<file path="config.mk">
export PLATFORM = sky130hd
export DESIGN_NAME = ppid_top
export DESIGN_NICKNAME = d
export VERILOG_FILES = /design/src/common/ppid_pkg.sv /design/src/rtl/ppid_chan.sv /design/src/rtl/ppid_top.sv
export VERILOG_INCLUDE_DIRS = /design/src /design/src/common
export SDC_FILE = /design/constraint.sdc
export NUM_CORES = 2
export LEC_CHECK = 0
export BUFFER_PORTS_ARGS = -buffer_cell sky130_fd_sc_hd__buf_2
export CORE_ASPECT_RATIO = 1.4
export CORE_MARGIN = 2
export CORE_UTILIZATION = 59
export CTS_CLUSTER_SIZE = 40
export DETAILED_ROUTE_END_ITERATION = 8
export GPL_ROUTABILITY_DRIVEN = 1
export PLACE_DENSITY = 0.75
export SYNTH_ARGS = -nofsm -noshare
export SYNTH_HDL_FRONTEND = slang
export SYNTH_SLANG_ARGS = --single-unit
</file>
<file path="constraint.sdc">
create_clock -name core_clk -period 20.2 [get_ports core_clk]
set_input_delay 4.04 -clock core_clk [delete_from_list [all_inputs] [get_ports core_clk]]
set_output_delay 4.04 -clock core_clk [all_outputs]
set_load 0.05 [all_outputs]
</file>
<file path="src/common/ppid_regs.svh">
// constants and timing counts for the position loop block
// ============================================================
// Summary of operation
// RULE1: flag encoder fault when no encoder motion while applied power at least quarter scale.
// RULE2: after encoder fault stop driving motors, stay halted until reset.
// RULE3: while encoder fault holds, flash diagnostic indicator rapidly.
// RULE4: each control period sample position, error is desired minus actual.
// RULE5: proportional term is error times configurable proportional gain.
// RULE6: differential term is error change since last period times differential gain.
// RULE7: integral term is running error sum times integral gain.
// RULE8: zero integral gain in steady state gives power equal error times proportional gain; code gives error times kp shifted right by PPID_GAIN_SHIFT (3).
// RULE9: command equal to position with no integral gives zero power.
// RULE10: one shared gain set serves both motor channels.
// RULE11: emergency stop input shuts down motor outputs.
// RULE12: stay inactive while emergency stop held, resume after release.
// RULE13: emergency stop disables both channels together.
// RULE14: commander must not target positions outside sensor reachable range.
// RULE15: configurer keeps current limit at most twice normal load current.
// RULE16: drive motor towards target while position differs, until reached.
// RULE17: feedback from analog inputs 1 and 2, or 3 and 4 in analog command mode.
// RULE18: saturate summed output to full scale power each direction.
// RULE19: judge no-motion over configurable number of control periods before fault.
`ifndef PPID_REGS_SVH
`define PPID_REGS_SVH
// ============================================================
// timing
`define PPID_CLK_HZ 50000000
`define PPID_PERIOD_MS 16
`define PPID_PERIOD_CYC ((`PPID_CLK_HZ / 1000) * `PPID_PERIOD_MS)
`define PPID_FLASH_MS 100
`define PPID_FLASH_CYC ((`PPID_CLK_HZ / 1000) * `PPID_FLASH_MS)
// ============================================================
// scaling
`define PPID_PWR_MAX 16'sd127
`define PPID_PWR_MIN -16'sd127
`define PPID_QUARTER 8'd32
`define PPID_NOMOVE_PERIODS 8'd8
`define PPID_GAIN_SHIFT 3
`endif

</file>
<file path="src/common/ppid_pkg.sv">
// types for the position loop block
package ppid_pkg;
  typedef logic signed [7:0] ppid_pos_t;
  typedef logic [7:0] ppid_gain_t;
  // shared gain set for both channels
  typedef struct packed {
    ppid_gain_t kp;
    ppid_gain_t ki;
    ppid_gain_t kd;
  } ppid_gains_s;
  typedef enum logic [1:0] {
    PPID_RUN = 2'b00,
    PPID_ESTOP = 2'b01,
    PPID_FAULT = 2'b10
  } ppid_state_e;
endpackage

</file>
<file path="src/rtl/ppid_chan.sv">
// one channel of position pid arithmetic
`timescale 1ns/100ps
`default_nettype none
`include "ppid_regs.svh"
module ppid_chan (
  input wire logic core_clk,
  input wire logic rst_n,
  input wire logic tick,
  input wire logic run,
  input wire ppid_pkg::ppid_pos_t target,
  input wire ppid_pkg::ppid_pos_t actual,
  input wire ppid_pkg::ppid_gains_s gains,
  output logic signed [7:0] power
);
  logic signed [8:0] err_ff, nxt_err;
  logic signed [19:0] isum_ff, nxt_isum;
  logic signed [7:0] pwr_ff, nxt_pwr;
  logic signed [8:0] err_now;
  logic signed [31:0] sum;

  // ============================================================
  // pid step; integral clamped so it cannot wind up without bound
  always_comb begin
    err_now = 9'(target) - 9'(actual); // see RULE4
    nxt_err = err_ff;
    nxt_isum = isum_ff;
    nxt_pwr = pwr_ff;
    sum = 32'sd0;
    if (!run) begin
      nxt_pwr = 8'sd0;
      nxt_isum = 20'sd0;
      nxt_err = 9'sd0;
    end else if (tick) begin
      nxt_isum = isum_ff + 20'(err_now); // see RULE7
      if (nxt_isum > 20'sd32000) nxt_isum = 20'sd32000;
      if (nxt_isum < -20'sd32000) nxt_isum = -20'sd32000;
      sum = 32'(err_now) * $signed({1'b0, gains.kp}) // see RULE5
        + (32'(err_now) - 32'(err_ff)) * $signed({1'b0, gains.kd}) // see RULE6
        + 32'(isum_ff) * $signed({1'b0, gains.ki}); // see RULE7
      sum = sum >>> `PPID_GAIN_SHIFT;
      // see RULE18
      if (sum > 32'(`PPID_PWR_MAX)) nxt_pwr = 8'(`PPID_PWR_MAX);
      else if (sum < 32'(`PPID_PWR_MIN)) nxt_pwr = 8'(`PPID_PWR_MIN);
      else nxt_pwr = 8'(sum); // see RULE8 RULE9 RULE16
      nxt_err = err_now;
    end
  end

  always_ff @(posedge core_clk) begin
    if (!rst_n) begin
      err_ff <= 9'sd0;
      isum_ff <= 20'sd0;
      pwr_ff <= 8'sd0;
    end else begin
      err_ff <= nxt_err;
      isum_ff <= nxt_isum;
      pwr_ff <= nxt_pwr;
    end
  end
  assign power = pwr_ff;
endmodule // ppid_chan
`default_nettype wire

</file>
<file path="src/rtl/ppid_top.sv">
// position pid loop, two channels, with encoder fault halt and emergency stop
`timescale 1ns/100ps
`default_nettype none
`include "ppid_regs.svh"
module ppid_top #(
  parameter int PERIOD_CYC = `PPID_PERIOD_CYC,
  parameter int FLASH_CYC = `PPID_FLASH_CYC,
  parameter logic [7:0] NOMOVE_PERIODS = `PPID_NOMOVE_PERIODS
) (
  input wire logic core_clk,
  input wire logic rst_n,
  input wire ppid_pkg::ppid_pos_t target1,
  input wire ppid_pkg::ppid_pos_t target2,
  input wire ppid_pkg::ppid_pos_t ana1,
  input wire ppid_pkg::ppid_pos_t ana2,
  input wire ppid_pkg::ppid_pos_t ana3,
  input wire ppid_pkg::ppid_pos_t ana4,
  input wire logic analog_cmd_mode,
  input wire ppid_pkg::ppid_gains_s gains,
  input wire logic encoder_en,
  input wire logic enc1_step,
  input wire logic enc2_step,
  input wire logic estop,
  output logic signed [7:0] power1,
  output logic signed [7:0] power2,
  output logic motors_on,
  output logic enc_fault,
  output logic diag_led
);
  // ============================================================
  // pin synchronisers; first stage feeds only the second
  logic [3:0] s1_ff, s2_ff;
  always_ff @(posedge core_clk) begin
    if (!rst_n) begin
      s1_ff <= 4'h0;
      s2_ff <= 4'h0;
    end else begin
      s1_ff <= {estop, enc1_step, enc2_step, encoder_en};
      s2_ff <= s1_ff;
    end
  end
  logic estop_s, enc1_s, enc2_s, encen_s;
  assign {estop_s, enc1_s, enc2_s, encen_s} = s2_ff;

  // ============================================================
  // 16 ms period tick divider
  logic [31:0] div_ff, nxt_div;
  logic tick;
  always_comb begin
    tick = (div_ff == 32'(PERIOD_CYC - 1));
    nxt_div = tick ? 32'h0 : div_ff + 32'h1;
  end
  always_ff @(posedge core_clk) begin
    if (!rst_n) div_ff <= 32'h0;
    else div_ff <= nxt_div;
  end

  // ============================================================
  // feedback select and sample each period
  ppid_pkg::ppid_pos_t fb1_ff, fb2_ff, nxt_fb1, nxt_fb2;
  always_comb begin
    nxt_fb1 = fb1_ff;
    nxt_fb2 = fb2_ff;
    if (tick) begin
      nxt_fb1 = analog_cmd_mode ? ana3 : ana1; // see RULE17 RULE4
      nxt_fb2 = analog_cmd_mode ? ana4 : ana2; // see RULE17
    end
  end
  always_ff @(posedge core_clk) begin
    if (!rst_n) begin
      fb1_ff <= 8'sd0;
      fb2_ff <= 8'sd0;
    end else begin
      fb1_ff <= nxt_fb1;
      fb2_ff <= nxt_fb2;
    end
  end
  // pid runs one cycle after the sample so it sees the fresh position
  logic tick_d_ff;
  always_ff @(posedge core_clk) begin
    if (!rst_n) tick_d_ff <= 1'b0;
    else tick_d_ff <= tick;
  end

  // ============================================================
  // run state: fault is sticky until reset, estop holds while asserted
  ppid_pkg::ppid_state_e st_ff, nxt_st;
  logic run;
  logic fault_hit;
  always_comb begin
    nxt_st = st_ff;
    unique case (st_ff)
      ppid_pkg::PPID_RUN: begin
        if (fault_hit) nxt_st = ppid_pkg::PPID_FAULT; // see RULE2
        else if (estop_s) nxt_st = ppid_pkg::PPID_ESTOP; // see RULE11
      end
      ppid_pkg::PPID_ESTOP: begin
        if (!estop_s) nxt_st = ppid_pkg::PPID_RUN; // see RULE12
      end
      ppid_pkg::PPID_FAULT: nxt_st = ppid_pkg::PPID_FAULT; // see RULE2
      default: nxt_st = ppid_pkg::PPID_FAULT;
    endcase
  end
  always_ff @(posedge core_clk) begin
    if (!rst_n) st_ff <= ppid_pkg::PPID_RUN;
    else st_ff <= nxt_st;
  end
  // estop seen combinationally too, so outputs drop the same edge
  assign run = (st_ff == ppid_pkg::PPID_RUN) && !estop_s; // see RULE13

  // ============================================================
  // shared gains feed both channels
  logic signed [7:0] p1, p2;
  ppid_chan u_ch1 (
    .core_clk(core_clk), .rst_n(rst_n), .tick(tick_d_ff), .run(run),
    .target(target1), .actual(fb1_ff), .gains(gains), .power(p1) // see RULE10
  );
  ppid_chan u_ch2 (
    .core_clk(core_clk), .rst_n(rst_n), .tick(tick_d_ff), .run(run),
    .target(target2), .actual(fb2_ff), .gains(gains), .power(p2) // see RULE10
  );
  // gate outputs with run so a fault or estop kills power at once
  assign power1 = run ? p1 : 8'sd0; // see RULE13
  assign power2 = run ? p2 : 8'sd0; // see RULE13
  assign motors_on = run;

  // ============================================================
  // encoder no-motion watch over several periods
  logic [7:0] nm_ff, nxt_nm;
  logic mov_ff, nxt_mov;
  logic e1_d_ff, e2_d_ff;
  logic big_pwr;
  function automatic logic mag_ge(input logic signed [7:0] v);
    mag_ge = (v >= $signed({1'b0, `PPID_QUARTER - 8'd0}) ) || (v <= -$signed({1'b0, `PPID_QUARTER}));
  endfunction
  assign big_pwr = mag_ge(p1) || mag_ge(p2); // see RULE1
  always_comb begin
    nxt_mov = mov_ff || (enc1_s != e1_d_ff) || (enc2_s != e2_d_ff);
    nxt_nm = nm_ff;
    fault_hit = 1'b0;
    if (tick) begin
      // motion seen on the tick cycle opens the next window, so it is not lost
      nxt_mov = (enc1_s != e1_d_ff) || (enc2_s != e2_d_ff);
      if (encen_s && run && big_pwr && !mov_ff) nxt_nm = nm_ff + 8'd1; // see RULE1
      else nxt_nm = 8'd0;
      if (encen_s && run && big_pwr && !mov_ff && (nm_ff + 8'd1 >= NOMOVE_PERIODS)) fault_hit = 1'b1; // see RULE19
    end
  end
  always_ff @(posedge core_clk) begin
    if (!rst_n) begin
      nm_ff <= 8'd0;
      mov_ff <= 1'b0;
      e1_d_ff <= 1'b0;
      e2_d_ff <= 1'b0;
    end else begin
      nm_ff <= nxt_nm;
      mov_ff <= nxt_mov;
      e1_d_ff <= enc1_s;
      e2_d_ff <= enc2_s;
    end
  end
  assign enc_fault = (st_ff == ppid_pkg::PPID_FAULT);

  // ============================================================
  // rapid flash of the diagnostic indicator while faulted
  logic [31:0] fl_ff, nxt_fl;
  logic led_ff, nxt_led;
  always_comb begin
    nxt_fl = fl_ff + 32'h1;
    nxt_led = led_ff;
    if (!enc_fault) begin
      nxt_fl = 32'h0;
      nxt_led = 1'b0;
    end else if (fl_ff >= 32'(FLASH_CYC - 1)) begin
      nxt_fl = 32'h0;
      nxt_led = !led_ff; // see RULE3
    end
  end
  always_ff @(posedge core_clk) begin
    if (!rst_n) begin
      fl_ff <= 32'h0;
      led_ff <= 1'b0;
    end else begin
      fl_ff <= nxt_fl;
      led_ff <= nxt_led;
    end
  end
  assign diag_led = led_ff;

  // ============================================================
  // checks
  property p_fault_sticky;
    @(posedge core_clk) disable iff (!rst_n) enc_fault |=> enc_fault;
  endproperty
  a_fault_sticky: assert property (p_fault_sticky) else $error("fault cleared without reset"); // see RULE2
  property p_fault_nopower;
    @(posedge core_clk) disable iff (!rst_n) enc_fault |-> (power1 == 8'sd0 && power2 == 8'sd0);
  endproperty
  a_fault_nopower: assert property (p_fault_nopower) else $error("power while faulted"); // see RULE2
  property p_estop_off;
    @(posedge core_clk) disable iff (!rst_n) estop_s |-> (power1 == 8'sd0 && power2 == 8'sd0 && !motors_on);
  endproperty
  a_estop_off: assert property (p_estop_off) else $error("power during estop"); // see RULE11
  property p_estop_both;
    @(posedge core_clk) disable iff (!rst_n) !motors_on |-> (power1 == 8'sd0) && (power2 == 8'sd0);
  endproperty
  a_estop_both: assert property (p_estop_both) else $error("one channel left on"); // see RULE13
  property p_estop_resume;
    @(posedge core_clk) disable iff (!rst_n) $fell(estop_s) && !enc_fault |=> motors_on;
  endproperty
  a_estop_resume: assert property (p_estop_resume) else $error("no resume after estop"); // see RULE12
  property p_fault_cause;
    @(posedge core_clk) disable iff (!rst_n) $rose(enc_fault) |-> $past(big_pwr) && $past(encen_s);
  endproperty
  a_fault_cause: assert property (p_fault_cause) else $error("fault without high power"); // see RULE1
  property p_led_flash;
    @(posedge core_clk) disable iff (!rst_n) !enc_fault |-> !diag_led;
  endproperty
  a_led_flash: assert property (p_led_flash) else $error("led on without fault"); // see RULE3
  property p_sat;
    @(posedge core_clk) disable iff (!rst_n) (power1 >= -8'sd127) && (power2 >= -8'sd127);
  endproperty
  a_sat: assert property (p_sat) else $error("power beyond full scale"); // see RULE18
  property p_count;
    @(posedge core_clk) disable iff (!rst_n) $rose(enc_fault) |-> $past(nm_ff) + 8'd1 >= NOMOVE_PERIODS;
  endproperty
  a_count: assert property (p_count) else $error("fault before period count"); // see RULE19
  c_fault: cover property (@(posedge core_clk) disable iff (!rst_n) $rose(enc_fault));
  c_estop: cover property (@(posedge core_clk) disable iff (!rst_n) $fell(estop_s));
  c_drive: cover property (@(posedge core_clk) disable iff (!rst_n) power1 == 8'sd127);
endmodule // ppid_top
`default_nettype wire

</file>
==> impl_metrics.csv <==
group,metric,value,unit
global_route,grt_pass1_vias,31895,
die,ioPinCount,98,
routing,drc,0,
setup_path,worstSetupPathType,"primary input to flop",
routing,first_iter_violations,1345,
routing,vias,29546,
setup_path,cp_max_fo,11,
die,fp.dieW,219.0,µm
cts,cts_tree,"built",
cts,cts-root-buf,"clkbuf_16",
placed_design,hpwl,77.62,mm
global_route,grt_pass1_wl,158.3,mm
min_path,holdCritStartpoint,"s1_ff[3]",
synth,ys_seq_area_share,9.279,%
global_route,grt_max_degree,48,
synth,synth-main-ff-cell,"dfxtp_1",
synth,synthTopCellsByCount,"974 x inv_1, 670 x fa_1, 475 x nand2_1",
synth,synth_top_area_cell,"fa_1",
sta,hold_slack,0.4373,ns
sta,fmax,0.06301,GHz
sta,hold_viol_final,0,
cts,cts_resized,0,
global_route,antenna_found_initial,2,
setup_path,cpMostUsedCell,"fa_1",
placed_design,preCtsSetupSlack,3.746,ns
synth,avgSynthCellArea,8.588,µm²
finish,drive_above_1_share,4.025,%
sta,period_share,78.56,%
cts,cts_buffers,17,
setup_path,cpMaxStageDelayCell,"xor2_1",
die,start_util,59.54,%
run,drv_cap,0,
synth,ys.warnings.count,0,
die,design.die.area,66810,µm²
finish,layout.nets,5548,
die,core-area,64140,µm²
setup_path,worstPathRequired,20.59,ns
finish,area_delta_synth_final,4.678,%
routing,detail_route.wl_per_cell,17.74,µm
setup_path,critical-path-max-stage-delay,0.79,ns
setup_path,worst_setup_path_end_kind,"flop",
setup_path,worstSetupStartpoint,"target2[0]",
sta,period_needed,15.87,ns
routing,ant_nets,0,
sta,clock_skew,0.01653,ns
placed_design,dp.cells,5255,
placed_design,portBuffers,97,
setup_path,timing.rr.start,"fb2_ff[1]",
sta,rsz0062_at_grt,"false",
synth,synth_top_area_share,35.12,%
cts,htree_levels,4,
global_route,grt_overflow_total,0,
min_path,hold_path_class,"flop to flop",
finish,final_cell_count_no_fill,5288,
sta,setup_viol_count_final,0,
cts,clock_latency,0.51,ns
cts,clock_sinks,177,
synth,synth_seq_cells,177,
synth,synth_edf_count,0,
cts,cts_buffer_depth,2,
global_route,grt_usage,30.09,%
cts,holdBufCountCts,0,
sta,slew_violations,0,
synth,ys_types,84,
cts,cts_post_setup_buffers_inserted,0,
sta,worst_slack,4.330,ns
setup_path,arrival,16.26,ns
setup_path,critPathLaunchType,"primary input",
sta,worstMarginPinSlew,1.146,ns
cts,path_clk_slew,0.08,ns
synth,synthArstFlopShare,0,%
sta,max_slew_margin,23.08,%
routing,drtPass1Iterations,5,
routing,wl,93.80,mm
synth,synth.most_common_cell,"inv_1",
die,num_rows,110,
synth,yosys-top-cells-area,"fa_1 35%, ha_1 12%, inv_1 9.6%, dfxtp_1 9.3%, and2_1 5.1%",
synth,syn_area,38190,µm²
outcome,outcome,"completed",
routing,viasPerCell,5.587,
synth,syn_inst,4447,
sta,fin_setup_tns,0,ns
die,die_y,305.0,µm
placed_design,finalWeightedCongestion,0.9249,
-- per-stage QoR --
step / utilization [%] / instance area (µm²)
after CTS: 62.33 / 39970
after detailed placement: 61.34 / 39340
final: 62.33 / 39980
after global routing: 62.33 / 39980
after floorplan: - / 38220
after global placement: 61.34 / 39340
-- metal layers --
metal | up-vias | track usage (%) | part of all wire (%)
met5 | - | 0 | 0.012
met4 | 2 | 23.08 | 9.1
met3 | 324 | 4.202 | 3.6
met2 | 652 | 54.41 | 53
met1 | 14772 | 31.01 | 35
li1 | 13796 | - | -
-- sequential cells by signal, summed over array words and instances, names as in the netlist --
name	flops
div_ff	32
fl_ff	32
u_ch1.isum_ff	20
u_ch2.isum_ff	20
u_ch1.err_ff	9
u_ch2.err_ff	9
fb1_ff	8
fb2_ff	8
nm_ff	8
u_ch1.power	8
u_ch2.power	8
s1_ff	4
s2_ff	4
st_ff	2
diag_led	1
e1_d_ff	1
e2_d_ff	1
mov_ff	1
tick_d_ff	1
-- cells in the final DEF, fill, tap and decap left out, drive strengths merged, types with 36 or more instances in the layout --
master and count:
and2 311, mux2i 36, o21ai 108, nor2b 52, nand3 60, xnor2 121
fa 670, a21oi 152, inv 985, nor2 181, buf 118, xor2 96
nand2 475, nor3 43, ha 365, a21o 41, dfxtp 177
-- logic make-up after synthesis --
kind of cell    count (synthesis)  synth area share, %
compound gates                539                9.403
flops                         177                9.279
mux                            38                1.003
other cells                     1             0.009820
xor+xnor                      217                4.977
simple gates                 1306                17.07
fa+ha+maj                    1037                47.13
buf+inv                      1132                11.13
-- final timing paths --
check	end	depth (start not counted)	slack, ns
setup reg to reg	u_ch2.power[0]	46	7.34
hold / removal	s2_ff[3]	1	0.44
setup / recovery	u_ch2.power[0]	46	4.33
hold reg to reg	s2_ff[3]	1	0.44
-- critical path, delay by kind of cell --
family	cells	cell delay, ns
and+or+nand+nor	7	2.35
adders and majority gates	12	4.94
buffers and inverters	9	0.74
xor gates and xnor gates	3	1.04
AOI/OAI and AO/OA	15	3.14
-- cell type report --
| cell class | count | area [µm²] |
|---|---|---|
| repair buffers | 118 | 643.1 |
| flip-flops and latches | 177 | 3545 |
| diodes | 1 | 2.502 |
| clock buffers | 17 | 425.4 |
| multi-input cells | 3146 | 30440 |
| well taps | 840 | 1051 |
| inverters | 974 | 3656 |
| fillers | 5634 | 24160 |
| clock inverters | 15 | 209.0 |
Power is not shown: default switching activity piles up to over one toggle a cycle in this logic, so the estimate is an artifact.
